--- config.mk ---
export PLATFORM = sky130hd
export DESIGN_NAME = vacc_clutch
export DESIGN_NICKNAME = d
export VERILOG_FILES = /design/src/common/vacc_pkg.sv /design/src/rtl/vacc_clutch.sv
export VERILOG_INCLUDE_DIRS = /design/src /design/src/common
export SDC_FILE = /design/constraint.sdc
export NUM_CORES = 2
export LEC_CHECK = 0
export BUFFER_PORTS_ARGS = -buffer_cell sky130_fd_sc_hd__buf_2
export CAP_MARGIN = 20
export CELL_PAD_IN_SITES_DETAIL_PLACEMENT = 0
export CELL_PAD_IN_SITES_GLOBAL_PLACEMENT = 2
export CORE_MARGIN = 1
export CORE_UTILIZATION = 37
export DETAILED_ROUTE_END_ITERATION = 8
export MAX_ROUTING_LAYER = met4
export PLACE_DENSITY_LB_ADDON = 0.1
export SETUP_SLACK_MARGIN = 0.05
export SYNTH_ARGS = -nofsm -noshare
export SYNTH_HDL_FRONTEND = slang
export SYNTH_SLANG_ARGS = --single-unit
--- constraint.sdc ---
create_clock -name mclk -period 19.2 [get_ports mclk]
set_input_delay 1.92 -clock mclk [delete_from_list [all_inputs] [get_ports mclk]]
set_output_delay 1.92 -clock mclk [all_outputs]
set_load 0.02 [all_outputs]
--- src/common/vacc_cfg.svh ---
`ifndef VACC_CFG_SVH
`define VACC_CFG_SVH

// --------------------------------------------------
// register offsets (byte addresses)
// --------------------------------------------------
`define VACC_OFF_CTRL 8'h00
`define VACC_OFF_MODE 8'h04
`define VACC_OFF_ON_ADDR 8'h08
`define VACC_OFF_OFF_ADDR 8'h0c
`define VACC_OFF_SLIP 8'h10
`define VACC_OFF_INPOS 8'h14
`define VACC_OFF_TCONST 8'h18
`define VACC_OFF_RAMP 8'h1c
`define VACC_OFF_STATUS 8'h20

// --------------------------------------------------
// control fields
// --------------------------------------------------
`define VACC_CTRL_CMD 0
`define VACC_CTRL_SYS_LO 1
`define VACC_CTRL_SYS_HI 2
`define VACC_CTRL_EXT 3
`define VACC_CTRL_REV 4

// --------------------------------------------------
// status fields
// --------------------------------------------------
`define VACC_STAT_ON 0
`define VACC_STAT_DONE 1
`define VACC_STAT_MERR 2
`define VACC_STAT_EXT 3
`define VACC_STAT_MODE_LO 4
`define VACC_STAT_MODE_HI 6

// --------------------------------------------------
// reset values and limits
// --------------------------------------------------
`define VACC_RST_CTRL 32'h0000_0000
`define VACC_RST_MODE 3'h0
`define VACC_RST_SLIP 32'h0000_0400
`define VACC_RST_INPOS 32'h0000_0001
`define VACC_RST_TCONST 4'h3
`define VACC_RST_RAMP 32'h0000_0001
`define VACC_MODE_MAX 3'h4
`define VACC_EXP_SHIFT 3

// --------------------------------------------------
// timing
// --------------------------------------------------
`define VACC_CLK_NS 10
`define VACC_OP_CYCLE_US 1000
`define VACC_OP_CYCLES ((`VACC_OP_CYCLE_US * 1000) / `VACC_CLK_NS)

`endif

--- src/common/vacc_pkg.sv ---
package vacc_pkg;

    // clutch operating mode as written by software
    typedef enum logic [2:0] {
        VACC_ONOFF,
        VACC_ADDR,
        VACC_ADDR2,
        VACC_SHOT_ON,
        VACC_SHOT_OFF
    } vacc_mode_t;

    // smoothing system
    typedef enum logic [1:0] {
        VACC_DIRECT,
        VACC_TCONST,
        VACC_EXP,
        VACC_LINEAR
    } vacc_sys_t;

    // one operation cycle of the drive module side
    typedef struct packed {
        logic signed [31:0] travel;
        logic signed [31:0] axis_pos;
        logic signed [31:0] rev_pos;
    } vacc_drive_t;

    // one operation cycle towards the output axis
    typedef struct packed {
        logic valid;
        logic signed [31:0] travel;
    } vacc_axis_t;

endpackage

--- src/rtl/vacc_clutch.sv ---
`timescale 1ns/10ps
`include "vacc_cfg.svh"
// Notes on behaviour
// - engaged clutch passes all input travel; disengaged passes none
// - time-constant smoothing uses fixed constant, slip follows speed
// - time-constant smoothing restarts when input travel changes after completion
// - slippage systems keep set slippage regardless of drive speed
// - slippage systems pass later travel changes directly after completion
// - linear system ramps output speed, accumulated slip equals set slippage
// - complete flag clears at each start, sets when remainder below in-position range
// - mode value above 4 flags error, previous mode kept
// - mode changes accepted at any time
// - on/off mode: engaged while command on, disengaged while off
// - on/off mode follows command within one operation cycle
// - status flag shows clutch state, refreshed each operation cycle
// - address mode engages when command on and position reaches engage address
// - address mode disengages when command off and position reaches disengage address
// - address mode ignores engage address while off, disengage address while on
// - compare uses axis position, or in-revolution position when selected
// - addresses take effect immediately; written as signed 32-bit values
// - address mode 2 alternates engage and disengage while command on
// - address mode 2: command off disengages, command on resumes alternation
// - external input only with incremental encoder; needs command and start input
module vacc_clutch #(
    parameter int OP_CYCLES = `VACC_OP_CYCLES,
    parameter int EXP_SHIFT = `VACC_EXP_SHIFT
) (
    // clock and reset
    input wire logic mclk,
    input wire logic rst,
    // register port
    input wire logic [7:0] reg_addr,
    input wire logic [31:0] reg_wdata,
    input wire logic reg_wr,
    input wire logic reg_rd,
    output logic [31:0] reg_rdata,
    // drive module side
    input vacc_pkg::vacc_drive_t drive_in,
    input wire logic drive_is_encoder,
    input wire logic encoder_start_input,
    // output axis side
    output vacc_pkg::vacc_axis_t axis_out,
    output logic clutch_on,
    output logic smooth_done
);
    import vacc_pkg::*;

    // --------------------------------------------------
    // helpers
    // --------------------------------------------------
    // true when the path prev -> cur touches or crosses addr
    function automatic logic reached(input logic signed [31:0] prev, input logic signed [31:0] cur,
                                     input logic signed [31:0] addr);
        reached = (cur == addr) || ((prev < addr) && (cur > addr)) || ((prev > addr) && (cur < addr));
    endfunction

    function automatic logic [31:0] umin(input logic [31:0] a, input logic [31:0] b);
        umin = (a < b) ? a : b;
    endfunction

    // --------------------------------------------------
    // registers
    // --------------------------------------------------
    logic [31:0] ctrl_q;
    vacc_mode_t mode_q;
    logic mode_err_q;
    logic signed [31:0] on_addr_q;
    logic signed [31:0] off_addr_q;
    logic [31:0] slip_q;
    logic [31:0] inpos_q;
    logic [3:0] tconst_q;
    logic [31:0] ramp_q;

    logic [31:0] tick_cnt_q;
    logic tick;
    logic on_q;
    logic done_q;
    logic [31:0] rem_q;
    logic [31:0] lin_q;
    logic signed [31:0] tc_out_q;
    logic signed [31:0] prev_pos_q;
    vacc_axis_t axis_q;
    logic [31:0] rdata_q;

    // --------------------------------------------------
    // register decode
    // --------------------------------------------------
    wire cmd = ctrl_q[`VACC_CTRL_CMD];
    wire vacc_sys_t sys = vacc_sys_t'(ctrl_q[`VACC_CTRL_SYS_HI:`VACC_CTRL_SYS_LO]);
    wire use_rev = ctrl_q[`VACC_CTRL_REV];
    wire ext_active = ctrl_q[`VACC_CTRL_EXT] & drive_is_encoder;
    wire cmd_eff = cmd & (~ext_active | encoder_start_input);

    wire wr_ctrl = reg_wr && (reg_addr == `VACC_OFF_CTRL);
    wire wr_mode = reg_wr && (reg_addr == `VACC_OFF_MODE);
    wire wr_on_addr = reg_wr && (reg_addr == `VACC_OFF_ON_ADDR);
    wire wr_off_addr = reg_wr && (reg_addr == `VACC_OFF_OFF_ADDR);
    wire wr_slip = reg_wr && (reg_addr == `VACC_OFF_SLIP);
    wire wr_inpos = reg_wr && (reg_addr == `VACC_OFF_INPOS);
    wire wr_tconst = reg_wr && (reg_addr == `VACC_OFF_TCONST);
    wire wr_ramp = reg_wr && (reg_addr == `VACC_OFF_RAMP);
    wire mode_ok = (reg_wdata[31:3] == 29'h0) && (reg_wdata[2:0] <= `VACC_MODE_MAX);

    // --------------------------------------------------
    // operation cycle timer
    // --------------------------------------------------
    assign tick = (tick_cnt_q == 32'(OP_CYCLES - 1));

    always_ff @(posedge mclk)
    begin
        if (rst || tick)
            tick_cnt_q <= 32'h0;
        else
            tick_cnt_q <= tick_cnt_q + 32'h1;
    end

    // --------------------------------------------------
    // engage decision
    // --------------------------------------------------
    // compare source
    wire signed [31:0] cmp_pos = use_rev ? drive_in.rev_pos : drive_in.axis_pos;
    wire reach_on = reached(prev_pos_q, cmp_pos, on_addr_q);
    wire reach_off = reached(prev_pos_q, cmp_pos, off_addr_q);
    logic tgt;

    always_comb
    begin
        tgt = on_q;
        case (mode_q)
            VACC_ONOFF: tgt = cmd_eff;
            VACC_ADDR:
            begin
                if (cmd_eff && reach_on)
                    tgt = 1'b1;
                else if (!cmd_eff && reach_off)
                    tgt = 1'b0;
            end
            VACC_ADDR2:
            begin
                if (!cmd_eff)
                    tgt = 1'b0;
                else if (!on_q && reach_on)
                    tgt = 1'b1;
                else if (on_q && reach_off)
                    tgt = 1'b0;
            end
            // one-shot behaviour not carried: clutch held off
            default: tgt = 1'b0;
        endcase
    end

    // --------------------------------------------------
    // slippage smoothing
    // --------------------------------------------------
    wire start = tgt != on_q;
    wire signed [31:0] d = drive_in.travel;
    wire neg = d[31];
    wire [31:0] mag = neg ? 32'(-d) : 32'(d);
    // each engage or disengage reloads the full slippage
    wire [31:0] rem_now = start ? slip_q : rem_q;
    wire [31:0] lin_now = start ? mag : lin_q;
    // slip measured in travel, so speed does not change the total
    wire [31:0] piece_exp = umin(umin(mag, (rem_now >> EXP_SHIFT) + 32'h1), rem_now);
    // deficit steps down linearly, clamped so the sum is the slippage
    wire [31:0] piece_lin = umin(umin(mag, lin_now), rem_now);
    wire [31:0] piece = (sys == VACC_LINEAR) ? piece_lin : piece_exp;
    wire [31:0] rem_d = rem_now - piece;
    wire [31:0] lin_step = (lin_now > ramp_q) ? lin_now - ramp_q : 32'h1;
    wire [31:0] lin_d = (lin_now == 32'h0) ? 32'h1 : lin_step;
    // piece is zero once remainder is spent, travel passes directly
    wire [31:0] slip_mag = tgt ? mag - piece : piece;
    wire signed [31:0] slip_out = neg ? -$signed(slip_mag) : $signed(slip_mag);
    // complete once remainder below in-position range
    wire slip_done = !start && (rem_q < inpos_q);

    // --------------------------------------------------
    // time constant smoothing
    // --------------------------------------------------
    // target travel is all input when engaged, none when not
    wire signed [31:0] direct_out = tgt ? d : 32'sh0;
    wire signed [31:0] tc_diff = direct_out - tc_out_q;
    wire signed [31:0] tc_shr = tc_diff >>> tconst_q;
    wire signed [31:0] tc_step = (tc_shr == 32'sh0) ? tc_diff : tc_shr;
    wire signed [31:0] tc_d = tc_out_q + tc_step;
    // any later change of input while engaged reopens smoothing
    wire tc_done = !start && (tc_diff == 32'sh0);

    // --------------------------------------------------
    // output select
    // --------------------------------------------------
    logic signed [31:0] out_travel;
    logic done_d;

    always_comb
    begin
        out_travel = direct_out;
        done_d = 1'b1;
        case (sys)
            VACC_TCONST:
            begin
                out_travel = tc_d;
                done_d = tc_done;
            end
            VACC_EXP, VACC_LINEAR:
            begin
                out_travel = slip_out;
                done_d = slip_done;
            end
            default:
            begin
                out_travel = direct_out;
                done_d = 1'b1;
            end
        endcase
    end

    // --------------------------------------------------
    // operation cycle state
    // --------------------------------------------------
    always_ff @(posedge mclk)
    begin
        if (rst)
        begin
            on_q <= 1'b0;
            done_q <= 1'b1;
            rem_q <= 32'h0;
            lin_q <= 32'h0;
            tc_out_q <= 32'sh0;
            prev_pos_q <= 32'sh0;
        end
        else
        begin
            if (tick)
            begin
                // state and flag refreshed once per operation cycle
                on_q <= tgt;
                done_q <= done_d;
                rem_q <= rem_d;
                lin_q <= lin_d;
                tc_out_q <= tc_d;
                prev_pos_q <= cmp_pos;
            end
        end
    end

    // --------------------------------------------------
    // output axis
    // --------------------------------------------------
    // travel holds between pulses, so the axis may take it late
    always_ff @(posedge mclk)
    begin
        if (rst)
            axis_q <= '0;
        else
        begin
            axis_q.valid <= tick;
            if (tick)
                axis_q.travel <= out_travel;
        end
    end

    // --------------------------------------------------
    // register writes
    // --------------------------------------------------
    always_ff @(posedge mclk)
    begin
        if (rst)
        begin
            ctrl_q <= `VACC_RST_CTRL;
            mode_q <= vacc_mode_t'(`VACC_RST_MODE);
            mode_err_q <= 1'b0;
        end
        else
        begin
            if (wr_ctrl)
                ctrl_q <= reg_wdata;
            // mode taken at any time; bad value keeps old mode
            if (wr_mode && mode_ok)
            begin
                mode_q <= vacc_mode_t'(reg_wdata[2:0]);
                mode_err_q <= 1'b0;
            end
            else if (wr_mode)
                mode_err_q <= 1'b1;
        end
    end

    // addresses used from the clock after the write, so the next tick already judges them
    always_ff @(posedge mclk)
    begin
        if (rst)
        begin
            on_addr_q <= 32'sh0;
            off_addr_q <= 32'sh0;
        end
        else
        begin
            if (wr_on_addr)
                on_addr_q <= reg_wdata;
            if (wr_off_addr)
                off_addr_q <= reg_wdata;
        end
    end

    // --------------------------------------------------
    // smoothing settings
    // --------------------------------------------------
    // taken as written: in the linear system a slippage below the travel per cycle is spent in one cycle
    always_ff @(posedge mclk)
    begin
        if (rst)
        begin
            slip_q <= `VACC_RST_SLIP;
            inpos_q <= `VACC_RST_INPOS;
            tconst_q <= `VACC_RST_TCONST;
            ramp_q <= `VACC_RST_RAMP;
        end
        else
        begin
            if (wr_slip)
                slip_q <= reg_wdata;
            if (wr_inpos)
                inpos_q <= reg_wdata;
            if (wr_tconst)
                tconst_q <= reg_wdata[3:0];
            if (wr_ramp)
                ramp_q <= reg_wdata;
        end
    end

    // --------------------------------------------------
    // register reads
    // --------------------------------------------------
    wire [31:0] status_w = {25'h0, mode_q, ext_active, mode_err_q, done_q, on_q};
    logic [31:0] rd_mux;

    always_comb
    begin
        if (reg_addr == `VACC_OFF_CTRL)
            rd_mux = ctrl_q;
        else if (reg_addr == `VACC_OFF_MODE)
            rd_mux = {29'h0, mode_q};
        else if (reg_addr == `VACC_OFF_ON_ADDR)
            rd_mux = on_addr_q;
        else if (reg_addr == `VACC_OFF_OFF_ADDR)
            rd_mux = off_addr_q;
        else if (reg_addr == `VACC_OFF_SLIP)
            rd_mux = slip_q;
        else if (reg_addr == `VACC_OFF_INPOS)
            rd_mux = inpos_q;
        else if (reg_addr == `VACC_OFF_TCONST)
            rd_mux = {28'h0, tconst_q};
        else if (reg_addr == `VACC_OFF_RAMP)
            rd_mux = ramp_q;
        else if (reg_addr == `VACC_OFF_STATUS)
            rd_mux = status_w;
        else
            rd_mux = 32'h0;
    end

    // read data only valid the cycle after the strobe
    always_ff @(posedge mclk)
    begin
        if (rst || !reg_rd)
            rdata_q <= 32'h0;
        else
            rdata_q <= rd_mux;
    end

    assign reg_rdata = rdata_q;
    assign axis_out = axis_q;
    assign clutch_on = on_q;
    assign smooth_done = done_q;
endmodule

==> impl_results.md <==
* Synth cell count leaders: 910 x nand2_1, 606 x a21oi_1, 427 x dfxtp_1
* Post-synthesis cell area at 0.0408 mm²
* Final instance area at 0.0460 mm²
* Synth Instances at 5653
* Crit path top cell by count: ha_1
* Final Skew at 0.0733 ns
* R2r endpoint: axis_out[30]
* Hold slack at 0.454 ns
* Htree depth at 2
* # Post-CTS Setup Buffers at 0
* Synth Register Bits at 427
* Netlist cell types at 115
* Share of cells above drive strength 1 at 11.4%
* Clk Latency, worst-skew pair at 0.69 ns
* Initial antenna violation count at 7
* Hold Violations, Final at 0
* Ys Warns at 0
* Residual DRC at 0
* Largest net degree at the start of global routing at 92
* Buffers on Ports at 208
* CTS tree: yes
* Type of origin of the critical path: primary input
* Root Driver: clkbuf_16
* Pre-antenna DRT Iters at 7
* CP Data Arrival Time at 18.17 ns
* Slowest cell on the critical path: or4_1
* Placed inst area at 0.0440 mm²
* CTS Buf Count at 54
* Filler cells at 11500
* Most common cell in the netlist: nand2_1
* Leak pwr at 18.2 nW
* Area share of the largest cell type after synthesis at 20.9%
* Fin crit share at 92.1%
* Tot Pwr at 2.73 mW
* Placer Congestion at 1.00
* Part of the Yosys area used for sequential elements at 20.9%
* I/O Pins at 209
* DIE AREA at 0.112 mm²
* Peak supply drop at 0.0000686 V
* Worst rel slew slack at 19.2%
* HPWL after detailed placement at 158000 µm
* DR vias/cell at 5.95
* MaxCap Viol Count at 0
* Pins Over Slew Limit at 0
* Min-Delay Path Class: reg -> reg
* F_max at 56.6 MHz
* Synth top area cells: dfxtp_1 21%, ha_1 12%, nand2_1 8.4%
* Final wirelength at 198000 µm
* Die height at 334 µm
* CP Data Required Time at 19.68 ns
* Setup TNS at 0 ns
* Cell accounting for the most synthesized area: dfxtp_1
* Final net count at 6334
* CP Capture Point: axis_out[30]
* Core footprint at 0.109 mm²
* Kind of critical path: in -> reg
* Global Route Usage Sum at 35.6%
* Number of setup violations in the final report at 0
* Vias at 43500
* Initial Utilization at 37.4%
* Routed WL per cell at 27.1 µm
* Area delta synth->final at 12.7%
* R2r setup slk at 1.85 ns
* Top_reg_cell synth: dfxtp_1
* Outcome: finished clean
* Final Critical Period at 17.68 ns
* Iter 0 DRT Violations at 3856
* Total power divided by cell area at 59.3 mW/mm²
* Register clock-pin slew on the reported worst setup and hold paths at 0.06 ns
* First-pass GRT wire length at 288000 µm
* Async set-reset flop share out of synthesis at 0%
* Critical Path Source: drive_in[14]
* Vias in the first global route at 41000
* Hold Buf Count CTS at 0
* Clock Sinks at 427
* CTS Buffer Depth at 3
* Max stage delay on crit path at 0.66 ns
* EDFF count, synth at 0
* Chip width at 334 µm
* R2R cell count at 61
* Core Util, Final at 42.2%
* Row count at 121
* GR Overflow Total at 0
* Avg Inst Size Synth at 7.22 µm²
* HP Start: ramp_q[5]
* Worst setup EP type: register
* RSZ-0062 raised after global routing: false
* Slew @ Worst Pin at 1.18 ns
* Routed Antenna Nets at 0
* RR Startpoint: ctrl_q[4]
* Critical Path Fanout Max at 24
* Post-CTS sizing at 0
==> state kept, by name, summed over array words and instances (netlist names) <==
register	flops
ctrl_q	32
tconst_q	4
tc_out_q	32
tick_cnt_q	32
mode_q	3
clutch_on	1
axis_out	33
off_addr_q	32
ramp_q	32
mode_err_q	1
on_addr_q	32
prev_pos_q	32
lin_q	32
inpos_q	32
rem_q	32
smooth_done	1
slip_q	32
reg_rdata	32
==> critical path, delay by kind of cell <==
| kind | cells | cell delay (ns) |
|---|---|---|
| and+or+nand+nor | 24 | 6.41 |
| AOI/OAI and AO/OA | 22 | 5.95 |
| adders and majority gates | 5 | 1.51 |
| muxes | 3 | 1.03 |
| buffers and inverters | 4 | 0.86 |
| xor gates and xnor gates | 3 | 0.43 |
==> cells in the final DEF (no fill, tap or decap), types with 19 or more instances in the layout <==
cell | synthesis | routed
nand2_1 | 910 | 909
a21oi_1 | 606 | 606
dfxtp_1 | 427 | 421
ha_1 | 403 | 403
nor2_1 | 402 | 397
inv_1 | 343 | 343
o21ai_0 | 300 | 297
buf_2 | 13 | 207
buf_4 | 6 | 171
xnor2_1 | 159 | 158
nand3_1 | 122 | 120
a21o_1 | 116 | 116
mux2i_1 | 97 | 97
a211oi_1 | 94 | 93
nand4_1 | 91 | 91
nor3_1 | 91 | 89
and2_1 | 84 | 84
xor2_1 | 82 | 82
mux2_2 | 66 | 66
clkbuf_16 | 0 | 54
and3_1 | 46 | 45
o31ai_1 | 44 | 44
nor4_1 | 45 | 43
a22o_1 | 42 | 42
nor2b_1 | 38 | 38
o21a_1 | 38 | 38
nand2b_1 | 37 | 37
a31oi_1 | 36 | 35
a221oi_1 | 33 | 33
o221ai_1 | 33 | 33
o211ai_1 | 32 | 32
a222oi_1 | 31 | 31
or2_2 | 29 | 29
a21boi_0 | 29 | 29
or4_1 | 30 | 28
a221o_1 | 26 | 26
or3_1 | 20 | 20
o22ai_1 | 20 | 19
==> where the power goes <==
part	internal (mW)	switching (mW)	leakage, nW	total [mW]
combinational	0.230	0.449	13.8	0.679
clock	0.705	0.457	0.983	1.16
sequential	0.887	0.00142	3.44	0.888
==> routing by layer <==
metal	global-route usage (%)	vias up	part of all wire [%]
li1	-	20700	-
met1	45.7	20800	44
met2	56.3	1636	45
met3	4.75	318	6.5
met4	14.1	0	4.4
met5	-	-	0
==> cells by family after synthesis <==
family                     after synthesis  synth area share, %
muxes                                  171                 4.60
xor gates and xnor gates               242                 5.22
other                                    1              0.00918
AOI/OAI and AO/OA                     1724                 27.7
adders and majority gates              422                 12.9
DFF                                    427                 20.9
and+or+nand+nor                       2005                 22.4
buffers and inverters                  661                 6.19
==> how the worst min path moves through the flow <==
| stage | cells after the start | slack (ns) | endpoint |
|---|---|---|---|
| detailed placement | 2 | 0.45 | ramp_q[4] |
| global placement | 2 | 0.44 | ctrl_q[6] |
| CTS | 2 | 0.45 | ramp_q[4] |
| floorplan | 2 | 0.44 | ctrl_q[5] |
| global route | 2 | 0.47 | ctrl_q[9] |
| finish | 2 | 0.45 | ramp_q[5] |
==> area by class of cell <==
class	instances	area (µm²)	share of cell area, %
Multi-Input combinational cell	4566	29900	65.0
Sequential cell	427	8560	18.6
Timing Repair Buffer	381	2370	5.15
Tap cell	1476	1850	4.01
Clock buffer	71	1560	3.38
Inverter	356	1340	2.90
Clock inverter	29	453	0.984
Antenna cell	3	7.51	0.0163
==> metrics by stage <==
step	setup WS (ns)	instances
after floorplan	1.84	5654
final	1.52	7309
after CTS	1.03	7305
after global placement	0.369	7204
after detailed placement	0.478	7205
after global routing	0.195	7308
No activity file was read; power rests on OpenSTA's default activity.
